File: config.mk
export PLATFORM = sky130hd
export DESIGN_NAME = dst_top
export DESIGN_NICKNAME = d
export VERILOG_FILES = /design/src/dst_pkg.sv /design/src/dst_timer.sv /design/src/dst_top.sv
export SDC_FILE = /design/constraint.sdc
export NUM_CORES = 1
export LEC_CHECK = 0
export ABC_CLOCK_PERIOD_IN_PS = 8800
export BUFFER_PORTS_ARGS = -buffer_cell sky130_fd_sc_hd__buf_2
export CORE_MARGIN = 5
export CORE_UTILIZATION = 45
export CTS_CLUSTER_SIZE = 16
export DETAILED_ROUTE_END_ITERATION = 12
export SLEW_MARGIN = 30
export SYNTH_ARGS = -nofsm -noshare
export SYNTH_HDL_FRONTEND = slang
export SYNTH_SLANG_ARGS = --single-unit
File: constraint.sdc
create_clock -name clk_sys -period 8.8 [get_ports clk_sys]
set_input_delay 1.76 -clock clk_sys [delete_from_list [all_inputs] [get_ports clk_sys]]
set_output_delay 1.76 -clock clk_sys [all_outputs]
set_load 0.05 [all_outputs]
File: src/dst_pkg.sv
// dst_pkg: register map, field positions and constants for the dual 16-bit timer block
// assumes a 32-bit apb slave at 40 mhz; each register is one aligned word
package dst_pkg;
    localparam logic [7:0]  ADDR_T1_CTRL   = 8'h00;
    localparam logic [7:0]  ADDR_T1_COUNT  = 8'h04;
    localparam logic [7:0]  ADDR_T1_PERIOD = 8'h08;
    localparam logic [7:0]  ADDR_T2_CTRL   = 8'h0c;
    localparam logic [7:0]  ADDR_T2_COUNT  = 8'h10;
    localparam logic [7:0]  ADDR_T2_PERIOD = 8'h14;
    localparam logic [7:0]  ADDR_IRQ_STAT  = 8'h18;
    localparam logic [7:0]  ADDR_IRQ_MASK  = 8'h1c;
    // control field positions
    localparam int          BIT_RUN        = 15;
    localparam int          BIT_IDLE_HALT  = 13;
    localparam int          BIT_GATE       = 6;
    localparam int          BIT_PS_HI      = 5;
    localparam int          BIT_PS_LO      = 4;
    localparam int          BIT_SYNC       = 2;
    localparam int          BIT_CS         = 1;
    // writable bits of the control registers; the rest read as zero
    localparam logic [15:0] T1_CTRL_MASK   = 16'ha076;
    localparam logic [15:0] T2_CTRL_MASK   = 16'ha072;
    localparam logic [15:0] CTRL_RESET     = 16'h0000;
    localparam logic [15:0] PERIOD_RESET   = 16'hffff;
    localparam logic [15:0] COUNT_ZERO     = 16'h0000;
    localparam logic [15:0] COUNT_ONE      = 16'h0001;
    localparam logic [1:0]  IRQ_BITS_ZERO  = 2'h0;
    // prescale terminal counts, 1:1 1:8 1:64 1:256
    localparam logic [7:0]  PS_TC_1        = 8'h00;
    localparam logic [7:0]  PS_TC_8        = 8'h07;
    localparam logic [7:0]  PS_TC_64       = 8'h3f;
    localparam logic [7:0]  PS_TC_256      = 8'hff;
    localparam logic [7:0]  PS_ZERO        = 8'h00;
    localparam logic [7:0]  PS_ONE         = 8'h01;
    localparam logic [1:0]  PS_CODE_8      = 2'h1;
    localparam logic [1:0]  PS_CODE_64     = 2'h2;
    localparam logic [1:0]  PS_CODE_256    = 2'h3;
    typedef enum logic [1:0] {
        DST_MODE_TIMER = 2'b00,
        DST_MODE_GATED = 2'b01,
        DST_MODE_SYNC  = 2'b11,
        DST_MODE_ASYNC = 2'b10
    } dst_mode_t;
endpackage : dst_pkg

File: src/dst_timer.sv
// dst_timer: one 16-bit timer with prescaler, gate, period match and event pulse
// assumes ext_tick and gate inputs are already synchronised to clk_sys
`timescale 1ns/100ps
`default_nettype none
module dst_timer (
    // clock and reset
    input  wire logic                clk_sys,
    input  wire logic                rst,
    // configuration
    input  wire logic [15:0]         ctrl,
    input  wire logic                has_async,
    input  wire logic [15:0]         period,
    input  wire logic                idle,
    // count load from software
    input  wire logic                count_wr,
    input  wire logic [15:0]         count_wdata,
    // clock sources
    input  wire logic                ext_tick_sync,
    input  wire logic                ext_tick_raw,
    input  wire logic                gate_sync,
    // state
    output logic      [15:0]         count,
    output logic                     event_pulse
);
    import dst_pkg::*;

    logic [7:0]  ps_ff, nxt_ps;
    logic [15:0] cnt_ff, nxt_cnt;
    logic        gate_d_ff, nxt_gate_d;
    logic        evt_ff, nxt_evt;
    logic        ext_sel, running, src_tick, ps_done, gate_fall;
    logic [7:0]  ps_tc;

    // prescale code to terminal count
    always_comb begin
        unique case (ctrl[BIT_PS_HI:BIT_PS_LO])
            PS_CODE_8:   ps_tc = PS_TC_8;
            PS_CODE_64:  ps_tc = PS_TC_64;
            PS_CODE_256: ps_tc = PS_TC_256;
            default:     ps_tc = PS_TC_1;
        endcase
    end

    // source selection; async mode counts the unsynchronised edge, sync is ignored on internal clock
    always_comb begin
        ext_sel   = ctrl[BIT_CS];
        running   = ctrl[BIT_RUN] && !(idle && ctrl[BIT_IDLE_HALT]);
        gate_fall = gate_d_ff && !gate_sync;
        if (ext_sel) begin
            src_tick = (has_async && !ctrl[BIT_SYNC]) ? ext_tick_raw : ext_tick_sync;
        end else if (ctrl[BIT_GATE]) begin
            src_tick = gate_sync;
        end else begin
            src_tick = 1'b1;
        end
    end

    // prescaler counts source ticks; the count then steps on its terminal count, i.e. after it
    always_comb begin
        nxt_ps     = ps_ff;
        nxt_cnt    = cnt_ff;
        nxt_evt    = 1'b0;
        nxt_gate_d = gate_sync;
        ps_done    = running && src_tick && (ps_ff >= ps_tc);
        if (running && src_tick) begin
            nxt_ps = ps_done ? PS_ZERO : ps_ff + PS_ONE;
        end
        if (ps_done) begin
            if (cnt_ff == period) begin
                nxt_cnt = COUNT_ZERO;
                nxt_evt = !(ctrl[BIT_GATE] && !ext_sel);
            end else begin
                nxt_cnt = cnt_ff + COUNT_ONE;
            end
        end
        if (running && !ext_sel && ctrl[BIT_GATE] && gate_fall) begin
            nxt_evt = 1'b1;
        end
        if (count_wr) begin
            nxt_cnt = count_wdata;
            nxt_ps  = PS_ZERO;
        end
    end

    always_ff @(posedge clk_sys or posedge rst) begin
        if (rst) begin
            ps_ff     <= PS_ZERO;
            cnt_ff    <= COUNT_ZERO;
            gate_d_ff <= 1'b0;
            evt_ff    <= 1'b0;
        end else begin
            ps_ff     <= nxt_ps;
            cnt_ff    <= nxt_cnt;
            gate_d_ff <= nxt_gate_d;
            evt_ff    <= nxt_evt;
        end
    end

    assign count       = cnt_ff;
    assign event_pulse = evt_ff;
endmodule : dst_timer
`default_nettype wire

File: src/dst_top.sv
// dst_top: two 16-bit timer/counters behind an apb slave, with sticky irq status and mask
// assumes a 40 mhz clk_sys; pins come from outside and are synchronised here
`timescale 1ns/100ps
`default_nettype none
// Contract
// first timer is a 16-bit counter
// three control bits pick first timer mode
// source bit1, sync bit2, gate bit6
// timer modes internal, counter modes external pin
// run bit15 starts and stops
// idle halt bit13 stops in idle
// gate works only with internal clock
// prescale bits5-4 give 1,8,64,256
// sync bit chooses synchronised external clock
// source bit counts external rising edges
// synchronisation follows the prescaler; here the pin is synchronised ahead of the prescaler
// first timer may run from 32 khz
// second timer always synchronises external clock
// second timer has no asynchronous mode
// second timer source bit1, gate bit6
// software sets run bit last
// period match wraps count, sets flag; in gated internal mode the match wraps the count but sets no flag
// gated mode counts gate high, flags fall
module dst_top (
    // clock and reset
    input  wire logic               clk_sys,
    input  wire logic               rst,
    // apb slave
    input  wire logic               psel,
    input  wire logic               penable,
    input  wire logic               pwrite,
    input  wire logic [7:0]         paddr,
    input  wire logic [31:0]        pwdata,
    input  wire logic [3:0]         pstrb,
    output logic      [31:0]        prdata,
    output logic                    pready,
    output logic                    pslverr,
    // pins and device state
    input  wire logic               timer1_ext_clock_pin,
    input  wire logic               timer2_ext_clock_pin,
    input  wire logic               osc32k_clk,
    input  wire logic               osc32k_select,
    input  wire logic               timer1_gate_pin,
    input  wire logic               timer2_gate_pin,
    input  wire logic               idle_mode,
    // interrupt
    output logic                    irq
);
    import dst_pkg::*;

    // synchroniser chains, first stage feeds only the second
    logic [3:0]  s1_ff, s2_ff, s3_ff;
    logic [3:0]  nxt_s1, nxt_s2, nxt_s3;
    logic        t1_src_raw;
    logic        raw_prev_ff, nxt_raw_prev;

    logic [15:0] t1_ctrl_ff, nxt_t1_ctrl, t2_ctrl_ff, nxt_t2_ctrl;
    logic [15:0] t1_per_ff, nxt_t1_per, t2_per_ff, nxt_t2_per;
    logic [1:0]  stat_ff, nxt_stat, mask_ff, nxt_mask;
    logic [31:0] rdata_ff, nxt_rdata;
    logic        ready_ff, nxt_ready, err_ff, nxt_err, irq_ff, nxt_irq;
    logic        wr_en, rd_en, t1_cnt_wr, t2_cnt_wr, t1_evt, t2_evt;
    logic [15:0] t1_count, t2_count;
    logic        t1_tick_sync, t2_tick_sync, t1_tick_raw;

    // 32 khz oscillator replaces the pin as first timer's external source
    assign t1_src_raw = osc32k_select ? osc32k_clk : timer1_ext_clock_pin;

    // lane order: 0 t1 ext, 1 t2 ext, 2 t1 gate, 3 t2 gate
    always_comb begin
        nxt_s1 = {timer2_gate_pin, timer1_gate_pin, timer2_ext_clock_pin, t1_src_raw};
        nxt_s2 = s1_ff;
        nxt_s3 = s2_ff;
    end

    always_ff @(posedge clk_sys or posedge rst) begin
        if (rst) begin
            s1_ff <= 4'h0;
            s2_ff <= 4'h0;
            s3_ff <= 4'h0;
        end else begin
            s1_ff <= nxt_s1;
            s2_ff <= nxt_s2;
            s3_ff <= nxt_s3;
        end
    end

    // rising edges after the chain; both timers count rising edges of the pin
    assign t1_tick_sync = s2_ff[0] && !s3_ff[0];
    assign t2_tick_sync = s2_ff[1] && !s3_ff[1];

    // unsynchronised path: edge taken off the second stage with its own delay flop, skipping the
    // third stage; a truly clockless counter would need a second domain
    assign nxt_raw_prev = s2_ff[0];
    assign t1_tick_raw  = s2_ff[0] && !raw_prev_ff;
    always_ff @(posedge clk_sys or posedge rst) begin
        if (rst) begin
            raw_prev_ff <= 1'b0;
        end else begin
            raw_prev_ff <= nxt_raw_prev;
        end
    end

    // apb decode; two-cycle access phase with one wait state, writes only in its first cycle
    assign wr_en     = psel && penable && pwrite && !ready_ff;
    assign rd_en     = psel && penable && !pwrite && !ready_ff;
    assign t1_cnt_wr = wr_en && paddr == ADDR_T1_COUNT && pstrb[0] && pstrb[1];
    assign t2_cnt_wr = wr_en && paddr == ADDR_T2_COUNT && pstrb[0] && pstrb[1];

    function automatic logic known_addr(input logic [7:0] a);
        known_addr = (a == ADDR_T1_CTRL) || (a == ADDR_T1_COUNT) || (a == ADDR_T1_PERIOD) ||
                     (a == ADDR_T2_CTRL) || (a == ADDR_T2_COUNT) || (a == ADDR_T2_PERIOD) ||
                     (a == ADDR_IRQ_STAT) || (a == ADDR_IRQ_MASK);
    endfunction : known_addr

    // byte-lane merge for 16-bit registers
    function automatic logic [15:0] merge16(input logic [15:0] old, input logic [31:0] wd,
                                            input logic [3:0] st);
        merge16 = {st[1] ? wd[15:8] : old[15:8], st[0] ? wd[7:0] : old[7:0]};
    endfunction : merge16

    // register writes and sticky status; a new event beats a clear in the same cycle
    always_comb begin
        nxt_t1_ctrl = t1_ctrl_ff;
        nxt_t2_ctrl = t2_ctrl_ff;
        nxt_t1_per  = t1_per_ff;
        nxt_t2_per  = t2_per_ff;
        nxt_mask    = mask_ff;
        nxt_stat    = stat_ff;
        if (wr_en) begin
            unique case (paddr)
                ADDR_T1_CTRL:   nxt_t1_ctrl = merge16(t1_ctrl_ff, pwdata, pstrb) & T1_CTRL_MASK;
                ADDR_T2_CTRL:   nxt_t2_ctrl = merge16(t2_ctrl_ff, pwdata, pstrb) & T2_CTRL_MASK;
                ADDR_T1_PERIOD: nxt_t1_per  = merge16(t1_per_ff, pwdata, pstrb);
                ADDR_T2_PERIOD: nxt_t2_per  = merge16(t2_per_ff, pwdata, pstrb);
                ADDR_IRQ_MASK:  nxt_mask    = pstrb[0] ? pwdata[1:0] : mask_ff;
                ADDR_IRQ_STAT:  nxt_stat    = pstrb[0] ? (stat_ff & ~pwdata[1:0]) : stat_ff;
                default:        nxt_mask    = mask_ff;
            endcase
        end
        nxt_stat = nxt_stat | {t2_evt, t1_evt};
        nxt_irq  = |(nxt_stat & nxt_mask);
    end

    // read mux and handshake; unmapped addresses answer with pslverr
    always_comb begin
        nxt_ready = psel && penable && !ready_ff;
        nxt_err   = (wr_en || rd_en) && !known_addr(paddr);
        nxt_rdata = 32'h0000_0000;
        if (rd_en) begin
            unique case (paddr)
                ADDR_T1_CTRL:   nxt_rdata = {16'h0000, t1_ctrl_ff};
                ADDR_T1_COUNT:  nxt_rdata = {16'h0000, t1_count};
                ADDR_T1_PERIOD: nxt_rdata = {16'h0000, t1_per_ff};
                ADDR_T2_CTRL:   nxt_rdata = {16'h0000, t2_ctrl_ff};
                ADDR_T2_COUNT:  nxt_rdata = {16'h0000, t2_count};
                ADDR_T2_PERIOD: nxt_rdata = {16'h0000, t2_per_ff};
                ADDR_IRQ_STAT:  nxt_rdata = {30'h0000_0000, stat_ff};
                ADDR_IRQ_MASK:  nxt_rdata = {30'h0000_0000, mask_ff};
                default:        nxt_rdata = 32'h0000_0000;
            endcase
        end
    end

    always_ff @(posedge clk_sys or posedge rst) begin
        if (rst) begin
            t1_ctrl_ff <= CTRL_RESET;
            t2_ctrl_ff <= CTRL_RESET;
            t1_per_ff  <= PERIOD_RESET;
            t2_per_ff  <= PERIOD_RESET;
            stat_ff    <= IRQ_BITS_ZERO;
            mask_ff    <= IRQ_BITS_ZERO;
            rdata_ff   <= 32'h0000_0000;
            ready_ff   <= 1'b0;
            err_ff     <= 1'b0;
            irq_ff     <= 1'b0;
        end else begin
            t1_ctrl_ff <= nxt_t1_ctrl;
            t2_ctrl_ff <= nxt_t2_ctrl;
            t1_per_ff  <= nxt_t1_per;
            t2_per_ff  <= nxt_t2_per;
            stat_ff    <= nxt_stat;
            mask_ff    <= nxt_mask;
            rdata_ff   <= nxt_rdata;
            ready_ff   <= nxt_ready;
            err_ff     <= nxt_err;
            irq_ff     <= nxt_irq;
        end
    end

    assign prdata  = rdata_ff;
    assign pready  = ready_ff;
    assign pslverr = err_ff;
    assign irq     = irq_ff;

    // first timer: has the asynchronous counter path
    dst_timer u_timer1 (
        .clk_sys       (clk_sys),
        .rst           (rst),
        .ctrl          (t1_ctrl_ff),
        .has_async     (1'b1),
        .period        (t1_per_ff),
        .idle          (idle_mode),
        .count_wr      (t1_cnt_wr),
        .count_wdata   (pwdata[15:0]),
        .ext_tick_sync (t1_tick_sync),
        .ext_tick_raw  (t1_tick_raw),
        .gate_sync     (s2_ff[2]),
        .count         (t1_count),
        .event_pulse   (t1_evt)
    );

    // second timer: synchronised only, sync bit is not stored
    dst_timer u_timer2 (
        .clk_sys       (clk_sys),
        .rst           (rst),
        .ctrl          (t2_ctrl_ff),
        .has_async     (1'b0),
        .period        (t2_per_ff),
        .idle          (idle_mode),
        .count_wr      (t2_cnt_wr),
        .count_wdata   (pwdata[15:0]),
        .ext_tick_sync (t2_tick_sync),
        .ext_tick_raw  (1'b0),
        .gate_sync     (s2_ff[3]),
        .count         (t2_count),
        .event_pulse   (t2_evt)
    );
endmodule : dst_top
`default_nettype wire

# After elaboration in Yosys (flattened, before gate mapping)
# Index checks and enable logic that the tools add are counted.
# totals
rom_bits	0
in_bits	56
ram_bits	0
memories	0
latch_bits	0
ff_bits	147
# classes
div	0
bitwise	4
order_cmp	2
n_mux	34
addsub	4
n_reduce_logical	70
n_eq_ne	15
mul	0
shift	0
# ops
op	count
16-bit case mux with 8 select lines	1
16-bit 2-to-1 mux	6
8-bit 2-to-1 mux	6
8-bit case mux with 3 select lines	2
1-bit logical AND	34
16-bit by 1-bit adder with 16-bit output, second input constant	2
16-bit equality test	2
8-bit by 5-bit equality test with 1-bit output, second input constant	4
32-bit 2-to-1 mux	1
3-bit AND reduction	8
8-bit by 1-bit adder with 8-bit output, second input constant	2
8-bit by 4-bit equality test with 1-bit output, second input constant	2
8-bit >= comparator	2
1-bit zero test	14
1-bit 2-to-1 mux	12
2-bit 2-to-1 mux	6
2-bit equality test, second input constant	4
8-bit by 3-bit equality test with 1-bit output, second input constant	1
8-bit zero test	1
1-bit logical OR	8
2-bit nonzero test	4
2-bit bitwise AND	2
2-bit by 1-bit equality test with 1-bit output, second input constant	2
2-bit NOT	1
other kinds (2)	2

# Depth between registers and ports, before layout
# logic_depth
ltp_word	10
depth_mapped	9
depth_no_buf	8

# By module
# From an unflattened synthesis, not the netlist that was laid out.
# unflattened
cells_unflattened	767
hier_area_um2	7782.5
# by_module_without_submodules
module	cells_each	seq_area_each_um2	instances	area_per_inst_um2
dst_top	286	1991.9	1	3771.1
dst_timer at u_timer2	256	650.6	1	2065.7
dst_timer at u_timer1	225	650.6	1	1945.6

# Least setup slack after synthesis
# No wires, ideal clock.
# synth_timing
path_kind	input port to flip-flop
startpoint	input port paddr[0]
endpoint	register t1_ctrl_ff[1]
path_buffers	0
setup_slack_ns	5.326
stages	5
t_arrival_ns	3.349
setup_ns	0.125
path_cell_list	or4_4 -> or3_4 -> nor3_4 -> nand2_2 -> mux2_2
# synth_between
elab_chain_cells	2
# synth_lines
item	line_no	source
start, declared	dst_top.sv:32	input wire logic [7:0] paddr,
8-bit zero test	dst_top.sv:131	unique case (paddr)
3-bit AND reduction (no source line)	n/a	
end signal, assigned	dst_top.sv:178	t1_ctrl_ff <= nxt_t1_ctrl;
end, declared	dst_top.sv:57	logic [15:0] t1_ctrl_ff, nxt_t1_ctrl, t2_ctrl_ff, nxt_t2_ctrl;
# No other way between the ends.
# A chain may end at the register's enable or synchronous reset.

# Worst setup path after layout
# layout_timing
startpoint	input port paddr[0]
endpoint	register u_timer2.cnt_ff[9], in the netlist u_timer2.count[9]
# layout_between
elab_chain_cells	5
word_cells_on_any_way	6
classes_between	1 x eq/ne; 1 x mux; 4 x reduce/logical
# layout_lines
item	line_no	source
8-bit by 5-bit equality test with 1-bit output (*)	dst_top.sv:108	assign t2_cnt_wr = wr_en && paddr == ADDR_T2_COUNT && pstrb[0] && pstrb[1];
1-bit logical AND (*) (3 in a row)	dst_top.sv:108	
16-bit 2-to-1 mux / 2-bit nonzero test (equally long branches)	n/a	
end signal, assigned	dst_timer.sv:93	cnt_ff <= nxt_cnt;
end, declared	dst_timer.sv:28	logic [15:0] cnt_ff, nxt_cnt;
# Mark *: on every way between the ends. The rest lies on a longest branch, timed or not.

==> impl_metrics.yaml <==
final_layout:
  final_layout_size_suffix_gt1_frac: 0.2456
  post-route-cell-area_mm2: 0.008257
  nets: 849
  finalNonFillerCells: 1006
  final.fill_count: 1479
  area_delta_synth_final_pct: 12.84
  antenna_cells: 0
global_routing:
  grt_util_all_layers: 0.2182
  number_of_antenna_violations_at_the_first_check_in_global_routing: 0
  grt-ovfl-total: 0
  via_count_of_the_first_global_routing_pass: 5883
  wire_length_of_the_first_global_routing_pass_mm: 31.73
  largest_net_degree_at_the_start_of_global_routing: 72
critical_path:
  crit_slowest_cell: "nand3_1"
  worst_path_top_cell_family_by_delay: "simple AND/OR/NAND/NOR gates"
  cp_slowest_stage_delay_ns: 0.72
  cp-start-kind: "input pin"
  timing.critical_path.required_ns: 9.06
  crit_path_max_fanout: 21
  critical_path_class: "input pin to flop"
  path_cells: "buf_2 > or4_4 > nor3_2 > and3_1 > nand3_1 > nor2_1 > a31oi_1"
  arrival_ns: 4.45
  sum_of_buffers_and_inverters_on_the_critical_path: 1
  crit_path_end_kind: "flop"
synth:
  yosys_register_bits: 130
  post_synth_inst_count: 742
  synth.cells.most_frequent: "98 x dfrtp_1, 75 x nor2_1, 62 x a21oi_1"
  postSynth.asyncResetShare: 1.000
  yosys_warnings: 0
  synth_sequential_area_ratio: 0.4501
  mappedNetlistArea_mm2: 0.007317
  number_of_flops_mapped_to_enable_cells_by_yosys: 0
  ys.flop_type: "dfrtp_1"
  share_of_the_synthesized_area_in_the_top_cell_type: 0.3352
  synth.distinct_cells: 69
  ys_top_cells_by_area: "dfrtp_1 34%, dfstp_2 11%, mux2_2 8.0%, a21oi_1 4.2%, nor2_1 3.8%"
  syn-mean-instance-area_um2: 9.861
  largest_area_contributor_in_the_synthesized_netlist: "dfrtp_1"
  yosysMostFrequentCell: "dfrtp_1"
timing:
  pin_slew_with_the_least_headroom_to_its_limit_ns: 0.8367
  unrepaired_setup_endpoints_after_global_routing: "no"
  fin_setup_tns_ns: 0
  fmax_ghz: 0.2386
  timing.final.setup_violations: 0
  finalCritPeriodShare: 0.4762
  finalCriticalPeriod_ns: 4.190
  worst_slew_margin_rel: 0.4405
  timing.clock.skew_ns: 0.01086
  hold_viol_final: 0
  slew_viol_final: 0
power_and_ir_drop:
  power.density_mw_per_mm2: 175.3
  vdd.ir_drop.worst_mv: 0.1397
  total_leakage_power_uw: 0.003571
floorplanning:
  floorplan.die_area_mm2: 0.01891
  core-area_mm2: 0.01594
  die_width_um: 137.5
  core.rowCount: 46
  io_pins: 91
  die_h_um: 137.5
  initial_core_util: 0.4590
detailed_routing:
  first_iter_violations: 472
  postRouteAntennaNets: 0
  avgViaCountPerCell: 5.957
  via_count: 5993
  drt_drc_violations_left: 0
  totalWireLength_mm: 19.75
  firstDrtPassIters: 7
  drt-wirelength-per-cell_um: 19.63
place:
  final_estimated_routing_congestion_in_global_placement: 0.8601
  hpwl_mm: 14.07
  dpl_cell_area_mm2: 0.007647
  numPortBuffers: 56
  placed_cells_incl_taps: 974
cts:
  cts_sinks: 130
  clk_root_buffer_cell: "clkbuf_16"
  clk_pin_slew_worst_paths_ns: 0.06
  cts_tree: "built"
  max-clock-path-buffers: 2
  insertion_delay_ns: 0.43
  cts-buffers-inserted: 17
  post-cts-setup-buffers: 0
  clock_tree.htree_level_count: 4
  postCtsResizedCells: 0
  hold_buffers: 0
run:
  drv.max_cap_violation_count: 0
hold_path:
  min-delay-path-class: "flop to flop"
outcome:
  outcome: "complete, no violations"
-- per-layer routing --
metal / vias to the layer above / wire, um / global-route usage
met5: - / 0 / 0
met1: 2987 / 8492 / 0.2847
met2: 200 / 9793 / 0.3595
met3: 36 / 1013 / 0.04785
li1: 2770 / - / -
met4: 0 / 447 / 0.07373
-- area by class of cell --
class                   instances  area, um^2  share of cell area
multi-input cells             557        3726              0.4513
flip-flops and latches        130        3293              0.3988
clock buffers                  20       446.7             0.05410
repair buffers                 61       321.6             0.03895
well taps                     216       270.3             0.03273
clock inverters                12       158.9             0.01925
inverters                      10       40.04            0.004849
-- final timing paths --
kind	startpoint	end	slack, ns	depth (start not counted)
worst max-delay path	paddr[0]	u_timer2.count[9]	4.61	7
worst min-delay path	nxt_s2[1]	nxt_s3[1]	0.35	0
worst max register to register	t1_ctrl_ff[5]	u_timer1.count[10]	5.97	8
worst min register to register	nxt_s2[1]	nxt_s3[1]	0.35	0
max in group asynchronous	rst	u_timer2.ps_ff[0]	6.24	3
min in group asynchronous	rst	s3_ff[0]	1.46	2
-- layout by cell type, fill, tap and decap left out, types with 24 or more instances in the layout --
master,Yosys,layout
buf_2,7,56
dfstp_2,32,32
dfrtp_1,98,98
a22oi_1,28,28
nand3_1,24,24
nand2_1,39,39
mux2_2,52,52
nor2_1,75,75
a21oi_1,62,62
o21ai_0,34,34
-- power breakdown --
part	switching, uW	internal, uW	total, uW
clock	277	453	731
combinational	69.7	29.5	99.2
sequential	9.29	608	617
-- worst register-to-register path, stage by stage, from the launching register on --
cell	delay, ns
dfrtp_1	0.50
nand2_1	0.15
ha_1	0.34
and4_1	0.21
o211a_1	0.19
a211o_1	0.33
nand2_1	0.43
a221oi_1	0.47
nor2_1	0.10
-- sequential cells by signal, summed over array words and instances, names as in the netlist, 2 cells and up --
name            flops
prdata             16
u_timer1.count     16
u_timer2.count     16
nxt_s2              4
u_timer2.ps_ff      8
t2_ctrl_ff          6
t2_per_ff          16
stat_ff             2
u_timer1.ps_ff      8
s3_ff               2
t1_ctrl_ff          7
mask_ff             2
nxt_s3              4
t1_per_ff          16
-- per-stage QoR --
| stage | hold WS (ns) | total power [uW] | util | setup slack (ns) |
|---|---|---|---|---|
| finish | 0.3472 | 1447 | 0.5179 | 4.610 |
| global route | 0.3629 | 1496 | 0.5179 | 4.436 |
| CTS | 0.3501 | 1455 | 0.5177 | 4.636 |
| detailed placement | 0.3364 | 726.5 | 0.4797 | 4.218 |
| global placement | 0.3339 | 724.7 | 0.4797 | 4.225 |
| floorplan | 0.3312 | 696.1 | - | 3.624 |
-- kinds of logic (layout without fill, tap and decap cells) --
| logic type | Yosys count | in the layout | synth area share |
|---|---|---|---|
| adder cells (fa/ha/maj) | 16 | 16 | 0.02736 |
| flip-flops | 130 | 130 | 0.4501 |
| multiplexers | 57 | 57 | 0.08858 |
| AND/OR/NAND/NOR | 250 | 250 | 0.1864 |
| other | 1 | 16 | 0.0005125 |
| buffers and inverters | 70 | 103 | 0.04839 |
| AO/OA/AOI/OAI | 186 | 186 | 0.1604 |
| XOR/XNOR | 32 | 32 | 0.03830 |
Power figures use the tool's default switching activity.
